`config.mk`:
```
export PLATFORM = sky130hd
export DESIGN_NAME = sctp_target
export DESIGN_NICKNAME = d
export VERILOG_FILES = /design/src/sctp_pkg.sv /design/src/sctp_sync.sv /design/src/sctp_fifo.sv /design/src/sctp_target.sv
export SDC_FILE = /design/constraint.sdc
export NUM_CORES = 1
export LEC_CHECK = 0
export ABC_CLOCK_PERIOD_IN_PS = 2300
export BUFFER_PORTS_ARGS = -buffer_cell sky130_fd_sc_hd__buf_4
export CAP_MARGIN = 25
export CORE_ASPECT_RATIO = 1.1
export CORE_MARGIN = 5
export CORE_UTILIZATION = 40
export CTS_BUF_LIST = sky130_fd_sc_hd__clkbuf_8
export DETAILED_ROUTE_END_ITERATION = 6
export HOLD_SLACK_MARGIN = 0.03
export SYNTH_ARGS = -nofsm -noshare
export SYNTH_HDL_FRONTEND = slang
export SYNTH_SLANG_ARGS = --single-unit
```
`constraint.sdc`:
```
create_clock -name ref_clk_i -period 2.3 [get_ports ref_clk_i]
set_clock_uncertainty 0.05 [all_clocks]
set_input_delay 0.23 -clock ref_clk_i [delete_from_list [all_inputs] [get_ports ref_clk_i]]
set_output_delay 0.23 -clock ref_clk_i [all_outputs]
set_load 0.05 [all_outputs]
```
`src/sctp_pkg.sv`:
```
// Shared constants for the target-side information transfer logic
package sctp_pkg;

    // ----------------------------------------------------------------
    // Clock and bus delays
    // ----------------------------------------------------------------
    localparam int CLK_PERIOD_NS   = 40;
    localparam int DESKEW_NS       = 45;
    localparam int CABLE_SKEW_NS   = 10;
    localparam int BUS_SETTLE_NS   = 400;
    localparam int DATA_RELEASE_NS = 400;

    // Least times, rounded up to whole cycles
    localparam int SETUP_CYC  = (DESKEW_NS + CABLE_SKEW_NS + CLK_PERIOD_NS - 1) / CLK_PERIOD_NS;
    localparam int SETTLE_CYC = (BUS_SETTLE_NS + CLK_PERIOD_NS - 1) / CLK_PERIOD_NS;
    localparam int TURN_CYC   = (DATA_RELEASE_NS + BUS_SETTLE_NS + CLK_PERIOD_NS - 1)
                                / CLK_PERIOD_NS;

    localparam int TMR_W = 8;
    localparam int CNT_W = 16;

    // ----------------------------------------------------------------
    // Phase codes on MSG, C/D, I/O
    // ----------------------------------------------------------------
    localparam logic [2:0] PH_DATA_OUT = 3'h0;
    localparam logic [2:0] PH_DATA_IN  = 3'h1;
    localparam logic [2:0] PH_COMMAND  = 3'h2;
    localparam logic [2:0] PH_STATUS   = 3'h3;
    localparam logic [2:0] PH_BAD_A    = 3'h4;
    localparam logic [2:0] PH_BAD_B    = 3'h5;
    localparam logic [2:0] PH_MSG_OUT  = 3'h6;
    localparam logic [2:0] PH_MSG_IN   = 3'h7;
    localparam int PH_IO  = 0;
    localparam int PH_CD  = 1;
    localparam int PH_MSG = 2;

    localparam int FIFO_W = 8;
    localparam int FIFO_D = 4;

    typedef enum logic [2:0] {
        ST_FREE, ST_HOLD, ST_SETTLE, ST_TX_SETUP, ST_TX_REQ, ST_TX_REL, ST_RX_REQ, ST_RX_REL
    } sctp_state_e;

endpackage

```
`src/sctp_sync.sv`:
```
// Three-stage synchroniser with agreement filter for bus inputs
`timescale 1ns/1ns
module sctp_sync #(
    parameter int W = 1
) (
    input  wire logic         ref_clk_i,
    input  wire logic         rst_i,
    input  wire logic [W-1:0] async_i,
    output logic      [W-1:0] sync_o
);
    logic [W-1:0] s1_q, s2_q, s3_q, out_q;
    logic [W-1:0] out_d;

    // First stage feeds only the second; change accepted when stages two and three agree
    always_comb
    begin
        out_d = out_q;
        for (int i = 0; i < W; i++)
        begin
            if (s2_q[i] == s3_q[i])
                out_d[i] = s3_q[i];
        end
    end

    always_ff @(posedge ref_clk_i or posedge rst_i)
    begin
        if (rst_i)
        begin
            s1_q  <= '0;
            s2_q  <= '0;
            s3_q  <= '0;
            out_q <= '0;
        end
        else
        begin
            s1_q  <= async_i;
            s2_q  <= s1_q;
            s3_q  <= s2_q;
            out_q <= out_d;
        end
    end

    assign sync_o = out_q;
endmodule

```
`src/sctp_fifo.sv`:
```
// Small valid/ready FIFO for received bytes
`timescale 1ns/1ns
module sctp_fifo #(
    parameter int W = 8,
    parameter int D = 4
) (
    input  wire logic         ref_clk_i,
    input  wire logic         rst_i,
    input  wire logic         flush_i,
    input  wire logic         wr_valid_i,
    output logic              wr_ready_o,
    input  wire logic [W-1:0] wr_data_i,
    output logic              rd_valid_o,
    input  wire logic         rd_ready_i,
    output logic      [W-1:0] rd_data_o
);
    localparam int AW = $clog2(D);

    logic [W-1:0]  mem_q [D];
    logic [AW-1:0] wp_q, wp_d, rp_q, rp_d;
    logic [AW:0]   num_q, num_d;
    logic          wr, rd;

    assign wr_ready_o = (num_q != (AW+1)'(D));
    assign rd_valid_o = (num_q != '0);
    assign rd_data_o  = mem_q[rp_q];
    assign wr         = wr_valid_i && wr_ready_o;
    assign rd         = rd_valid_o && rd_ready_i;

    always_comb
    begin
        wp_d  = wp_q;
        rp_d  = rp_q;
        num_d = num_q;
        if (flush_i)
        begin
            wp_d  = '0;
            rp_d  = '0;
            num_d = '0;
        end
        else
        begin
            if (wr)
                wp_d = (wp_q == AW'(D - 1)) ? '0 : wp_q + 1'b1;
            if (rd)
                rp_d = (rp_q == AW'(D - 1)) ? '0 : rp_q + 1'b1;
            num_d = num_q + (AW+1)'(wr) - (AW+1)'(rd);
        end
    end

    always_ff @(posedge ref_clk_i or posedge rst_i)
    begin
        if (rst_i)
        begin
            wp_q  <= '0;
            rp_q  <= '0;
            num_q <= '0;
        end
        else
        begin
            wp_q  <= wp_d;
            rp_q  <= rp_d;
            num_q <= num_d;
        end
    end

    // Storage carries no reset; occupancy guards it
    always_ff @(posedge ref_clk_i)
    begin
        if (wr && !flush_i)
            mem_q[wp_q] <= wr_data_i;
    end
endmodule

```
`src/sctp_target.sv`:
```
// Target-side information transfer phases with REQ/ACK byte handshake
//
// Function
// - I/O high sends to initiator, low receives
// - Drive data, wait skew, then REQ
// - On ACK drop REQ; next after ACK low
// - Request each byte, capture on ACK
// - Command phase: C/D high, I/O, MSG low
// - Status phase: C/D, I/O high, MSG low
// - Message phases hold whole messages only
// - Message Out handshakes until ATN false
// - BSY, SEL, REQ, ACK steady between phases
// - Turn bus in: wait release plus settle
// - Turn bus out: release within one deskew
// - ATN pending message, answered by Message Out
// - RST overrides every phase
// - On RST discard commands, release reservations
// - Reset or any phase may reach Bus Free
// - Bus Free, arbitration, selection, then transfers; here no arbitration or selection, a start raises BSY, SEL stays low
// - Transfer phases in any order, repeats allowed
// - Phase codes on MSG, C/D, I/O
// - BSY high, phase valid around handshakes
// - One byte per REQ/ACK handshake
`timescale 1ns/1ns
module sctp_target
    import sctp_pkg::*;
(
    input  wire logic                   ref_clk_i,
    input  wire logic                   rst_i,
    // Bus pins, logical true = asserted
    input  wire logic                   ack_i,
    input  wire logic                   atn_i,
    input  wire logic                   scsi_rst_i,
    input  wire logic [7:0]             db_i,
    output logic      [7:0]             db_o,
    output logic                        db_oe_n_o,
    output logic                        req_o,
    output logic                        bsy_o,
    output logic                        sel_o,
    output logic                        cd_o,
    output logic                        io_o,
    output logic                        msg_o,
    // Transfer command from the target's controller
    input  wire logic                   xfer_start_i,
    input  wire logic [2:0]             xfer_phase_i,
    input  wire logic [sctp_pkg::CNT_W-1:0] xfer_count_i,
    input  wire logic                   bus_free_i,
    output logic                        xfer_busy_o,
    output logic                        xfer_done_o,
    output logic                        atn_o,
    output logic                        bus_reset_o,
    // Outbound bytes
    input  wire logic                   tx_valid_i,
    output logic                        tx_ready_o,
    input  wire logic [7:0]             tx_data_i,
    // Inbound bytes
    output logic                        rx_valid_o,
    input  wire logic                   rx_ready_i,
    output logic      [7:0]             rx_data_o
);
    import sctp_pkg::*;

    // ----------------------------------------------------------------
    // Input synchronisers
    // ----------------------------------------------------------------
    logic [2:0] sync_s;
    logic       ack_s, atn_s, brst_s;

    sctp_sync #(.W(3)) u_sync (
        .ref_clk_i (ref_clk_i),
        .rst_i     (rst_i),
        .async_i   ({scsi_rst_i, atn_i, ack_i}),
        .sync_o    (sync_s)
    );
    assign ack_s  = sync_s[0];
    assign atn_s  = sync_s[1];
    assign brst_s = sync_s[2];

    // ----------------------------------------------------------------
    // State
    // ----------------------------------------------------------------
    sctp_state_e            state_q, state_d;
    logic [TMR_W-1:0]       tmr_q, tmr_d;
    logic [CNT_W-1:0]       cnt_q, cnt_d;
    logic [2:0]             phase_q, phase_d;
    logic [7:0]             dout_q, dout_d;
    logic                   oe_q, oe_d;
    logic                   req_q, req_d;
    logic                   bsy_q, bsy_d;
    logic                   done_q, done_d;
    logic                   brst_q;
    logic                   more;
    logic                   start_ok;
    logic                   push;
    logic                   fifo_ready;

    // Message Out keeps going while ATN holds; other phases run to count
    assign more     = (phase_q == PH_MSG_OUT) ? atn_s : (cnt_q != '0);
    // Unused codes are refused so the pins never show them
    assign start_ok = xfer_start_i && (xfer_phase_i != PH_BAD_A)
                      && (xfer_phase_i != PH_BAD_B);
    assign push     = (state_q == ST_RX_REQ) && ack_s && !brst_s;

    always_comb
    begin
        state_d = state_q;
        tmr_d   = tmr_q;
        cnt_d   = cnt_q;
        phase_d = phase_q;
        dout_d  = dout_q;
        oe_d    = oe_q;
        req_d   = req_q;
        bsy_d   = bsy_q;
        done_d  = 1'b0;
        if (brst_s)
        begin
            // Bus reset overrides everything and leaves us at Bus Free
            state_d = ST_FREE;
            tmr_d   = '0;
            cnt_d   = '0;
            phase_d = PH_DATA_OUT;
            oe_d    = 1'b0;
            req_d   = 1'b0;
            bsy_d   = 1'b0;
        end
        else
        begin
            unique case (state_q)
                ST_FREE, ST_HOLD:
                begin
                    if (start_ok)
                    begin
                        // Phase lines change only with REQ low; from Bus Free BSY rises in the same cycle, from hold it stays high
                        state_d = ST_SETTLE;
                        bsy_d   = 1'b1;
                        phase_d = xfer_phase_i;
                        cnt_d   = (xfer_count_i == '0) ? CNT_W'(1) : xfer_count_i;
                        if (!xfer_phase_i[PH_IO])
                            oe_d = 1'b0;
                        if (xfer_phase_i[PH_IO] && !(phase_q[PH_IO] && oe_q))
                            tmr_d = TMR_W'(TURN_CYC);
                        else
                            tmr_d = TMR_W'(SETTLE_CYC);
                    end
                    else if (bus_free_i && state_q == ST_HOLD)
                    begin
                        state_d = ST_FREE;
                        bsy_d   = 1'b0;
                        oe_d    = 1'b0;
                        phase_d = PH_DATA_OUT;
                    end
                end
                ST_SETTLE:
                begin
                    if (tmr_q != '0)
                        tmr_d = tmr_q - 1'b1;
                    else if (phase_q[PH_IO])
                    begin
                        if (tx_valid_i)
                        begin
                            state_d = ST_TX_SETUP;
                            dout_d  = tx_data_i;
                            oe_d    = 1'b1;
                            tmr_d   = TMR_W'(SETUP_CYC);
                        end
                    end
                    else if (fifo_ready)
                    begin
                        // Only ask for a byte when there is room to keep it
                        state_d = ST_RX_REQ;
                        req_d   = 1'b1;
                    end
                end
                ST_TX_SETUP:
                begin
                    if (tmr_q > TMR_W'(1))
                        tmr_d = tmr_q - 1'b1;
                    else
                    begin
                        state_d = ST_TX_REQ;
                        req_d   = 1'b1;
                    end
                end
                ST_TX_REQ:
                begin
                    if (ack_s)
                    begin
                        state_d = ST_TX_REL;
                        req_d   = 1'b0;
                        cnt_d   = cnt_q - 1'b1;
                    end
                end
                ST_RX_REQ:
                begin
                    if (ack_s)
                    begin
                        state_d = ST_RX_REL;
                        req_d   = 1'b0;
                        cnt_d   = cnt_q - 1'b1;
                    end
                end
                ST_TX_REL, ST_RX_REL:
                begin
                    if (!ack_s)
                    begin
                        tmr_d = '0;
                        if (more)
                            state_d = ST_SETTLE;
                        else
                        begin
                            // Phase lines stay valid past the last ACK release
                            state_d = ST_HOLD;
                            done_d  = 1'b1;
                        end
                    end
                end
            endcase
        end
    end

    always_ff @(posedge ref_clk_i or posedge rst_i)
    begin
        if (rst_i)
        begin
            state_q <= ST_FREE;
            tmr_q   <= '0;
            cnt_q   <= '0;
            phase_q <= PH_DATA_OUT;
            dout_q  <= 8'h00;
            oe_q    <= 1'b0;
            req_q   <= 1'b0;
            bsy_q   <= 1'b0;
            done_q  <= 1'b0;
            brst_q  <= 1'b0;
        end
        else
        begin
            state_q <= state_d;
            tmr_q   <= tmr_d;
            cnt_q   <= cnt_d;
            phase_q <= phase_d;
            dout_q  <= dout_d;
            oe_q    <= oe_d;
            req_q   <= req_d;
            bsy_q   <= bsy_d;
            done_q  <= done_d;
            brst_q  <= brst_s;
        end
    end

    // ----------------------------------------------------------------
    // Receive buffer
    // ----------------------------------------------------------------
    // Flushed on bus reset so no byte of an aborted command survives
    sctp_fifo #(.W(FIFO_W), .D(FIFO_D)) u_fifo (
        .ref_clk_i  (ref_clk_i),
        .rst_i      (rst_i),
        .flush_i    (brst_s),
        .wr_valid_i (push),
        .wr_ready_o (fifo_ready),
        .wr_data_i  (db_i),
        .rd_valid_o (rx_valid_o),
        .rd_ready_i (rx_ready_i),
        .rd_data_o  (rx_data_o)
    );

    // ----------------------------------------------------------------
    // Outputs
    // ----------------------------------------------------------------
    assign db_o        = dout_q;
    assign db_oe_n_o   = !oe_q;
    assign req_o       = req_q;
    assign bsy_o       = bsy_q;
    assign sel_o       = 1'b0;
    assign io_o        = phase_q[PH_IO];
    assign cd_o        = phase_q[PH_CD];
    assign msg_o       = phase_q[PH_MSG];
    assign xfer_busy_o = (state_q != ST_FREE) && (state_q != ST_HOLD);
    assign xfer_done_o = done_q;
    assign atn_o       = atn_s;
    assign bus_reset_o = brst_s && !brst_q;
    assign tx_ready_o  = (state_q == ST_SETTLE) && (tmr_q == '0) && phase_q[PH_IO]
                         && !brst_s;
endmodule

```
==> key figures <==
Global route
  • Pin count of the biggest net entering global routing: 40
  • Initial antenna violation count: 0
  • First-pass GRT wire length: 18400 um
  • GRT Total Usage: between 10% and 20%
  • GRT overflow: 0
  • Number of global-route vias before repair: around 3800

STA
  • RSZ-0062 raised after global routing: false
  • Setup TNS: 0 ns
  • F_max: 454 MHz
  • Final hold vios: 0
  • Fin crit period: around 2.2 ns
  • Max transition margin: approximately three fifths
  • Setup Viol. Count Final: 0
  • Tightest Pin Transition: roughly 0.57 ns
  • Final period utilization: 95.7%
  • Final Max Slew Viols: 0

Placed design
  • RePlAce Congestion: 0.826
  • Placed cell area: 5460 um2
  • HPWL Detailed: 7910 um
  • I/O Buffers: 71

Synthesis
  • Async SR Flop Fraction: 66.0%
  • Synth Warn #: 0
  • Synth unique cells: 64
  • Syn avg cell area: 10.8 um2
  • Leading area contributor after synthesis: dfrtp_1
  • Syn Nets: 487
  • Post-synth EDFFs: 32
  • Main flop type after synthesis: dfrtp_1
  • Post-synth top cells: dfrtp_1, nand2_1, nor2_1
  • Yosys top cell area share: 33.5%
  • Synthesized instance count: 430
  • Synthesized area: around 4600 um2
  • #FFs+latches synth: 94
  • Register area share after synthesis: roughly 54%
  • Count leader, synth: dfrtp_1
  • Synth area leaders: dfrtp_1, edfxtp_1, mux4_2

Power
  • Leakage: approximately 2.5 nW
  • Peak supply drop: about 0.48 mV
  • Power Dens Cells: 1100 nW/um2

Min path
  • Hold Path Class: in -> reg

Layout
  • Final #Nets: 591
  • Area growth from synthesis to layout: 26.3%
  • # diodes: 0
  • Final Instance Area: approximately 5900 um2
  • Layout cell share with drive strength beyond 1: 25.8%

Clock network
  • Num CTS Buffers: 9
  • CTS Root Cell: clkbuf_8
  • Clock sinks: 94
  • Clock latency at the later pin of the worst-skew pair: 0.36 ns
  • Clock Tree Buf Depth: 2
  • Htree depth: 3
  • Postcts setup bufs: 0
  • CTS tree: yes
  • Worst-path clk slew: 0.10 ns

Detailed routing
  • Routed Antenna Nets: 0
  • DR pass1 iterations: 5
  • # DRC: 0
  • Routed WL: 10700 um
  • Post-DR vias/cell: 5.24
  • Initial DRC count: 114
  • Vias: approximately 3600
  • WL per Instance: 15.6 um

Status
  • Status: complete, no violations

Setup path
  • CP Data Required Time: 2.02 ns
  • Crit Path Class: reg -> out
  • Arrival @ worst endpoint: 1.92 ns
  • Critical Path Start Type: flip-flop
  • Max FO, Critical Path: 6
  • Crit end category: output port

Die
  • Starting Density: 40.7%
  • Die ar.: between 10000 and 15000 um2
  • Top Ports: 73
  • FP Rows: 41
  • Core box area: 11400 um2
  • Die Width: 113 um
  • Die height: ~120 um

Flow run
  • Total of max-cap violations: 0
[through the flow]
step	setup slack, ns	cells	hold slack, ns	power, mW	util (%)
CTS	0.0574	689	0.0669	6.51	51.4
finish	0.0988	689	0.0889	6.47	51.4
floorplan	-0.0135	430	0.211	4.52	-
detailed placement	0.0703	653	0.282	5.44	48.0
global route	0.00230	689	0.0781	6.95	51.4
global placement	0.0985	653	0.275	5.41	48.0
[worst paths after layout]
check	start	to	slack (ns)	depth (start not counted)
worst max-delay path	tmr_q[2]	tx_ready_o	0.1	4
worst min-delay path	xfer_phase_i[1]	phase_q[1]	0.09	3
worst max register to register	u_fifo.num_q[2]	u_fifo.num_q[2]	0.13	10
worst min register to register	u_sync.s1_q[2]	u_sync.s2_q[2]	0.31	0
max in group asynchronous	rst_i	u_fifo.rp_q[0]	1.16	4
min in group asynchronous	rst_i	tmr_q[4]	0.43	3
[cell type report]
| type | instances | area, um2 |
|---|---|---|
| clock buffer | 9 | 124 |
| clock inverter | 7 | 60.1 |
| fill | 1050 | 5530 |
| inverter | 19 | 71.3 |
| multi-input combinational | 296 | 1980 |
| sequential | 94 | 2510 |
| tap | 150 | 188 |
| timing repair buffer | 114 | 918 |
[critical path, stage by stage, from the launching register on]
cell	delay [ns]
dfrtp_1	0.46
nor3_4	0.30
nand3_1	0.25
nor4_4	0.30
buf_4	0.25
[cell families after synthesis]
family | share of synthesized area (%)
xor gates and xnor gates | 0.567
adders and majority gates | 4.32
buffers and inverters | 3.51
and+or+nand+nor | 16.9
muxes | 6.51
AOI/OAI and AO/OA | 13.9
DFF | 54.2
other | 0.0809
[timing repair]
item                                    CTS  global route
hold endpoints to repair                 69             0
hold buffers                             20             0
endpoints found under the setup margin    0             1
resized for setup                         0             2
[flip-flops by register name (all words and copies together) (netlist names)]
register	cells
u_fifo.rp_q	2
state_q	3
brst_q	1
bsy_o	1
u_sync.s2_q	3
db_o	8
u_sync.s1_q	3
u_sync.s3_q	3
tmr_q	8
req_o	1
u_fifo.mem_q	32
phase_q	3
xfer_done_o	1
oe_q	1
u_fifo.num_q	3
u_fifo.wp_q	2
cnt_q	16
u_sync.sync_o	3
[cells in the final DEF (no fill, tap or decap), types with 8 or more instances in the layout]
cell           instances
o21ai_1               15
clkbuf_8               9
nor3_1                13
edfxtp_1              32
buf_4                 93
o21ai_0               16
a21oi_1               33
dlygate4sd3_1         20
mux4_2                 8
ha_1                  12
mux2_1                 8
nand2_1               43
dfrtp_1               61
a31oi_1               10
nor2_1                39
inv_1                 17
[per-layer routing]
layer	routed length [um]	vias to the layer above	GRT usage, %
li1	-	1766	-
met1	4560	1731	21.3
met2	5400	99	28.0
met3	627	16	3.62
met4	155	0	5.56
met5	0	-	0
[where the power goes]
part           switching [mW]  total (mW)  internal (mW)
logic                    1.92        3.15           1.23
registers               0.300        2.29           1.99
clock network           0.615        1.02          0.407
total                    2.84        6.47           3.63
(Power assumes the default switching activity.)
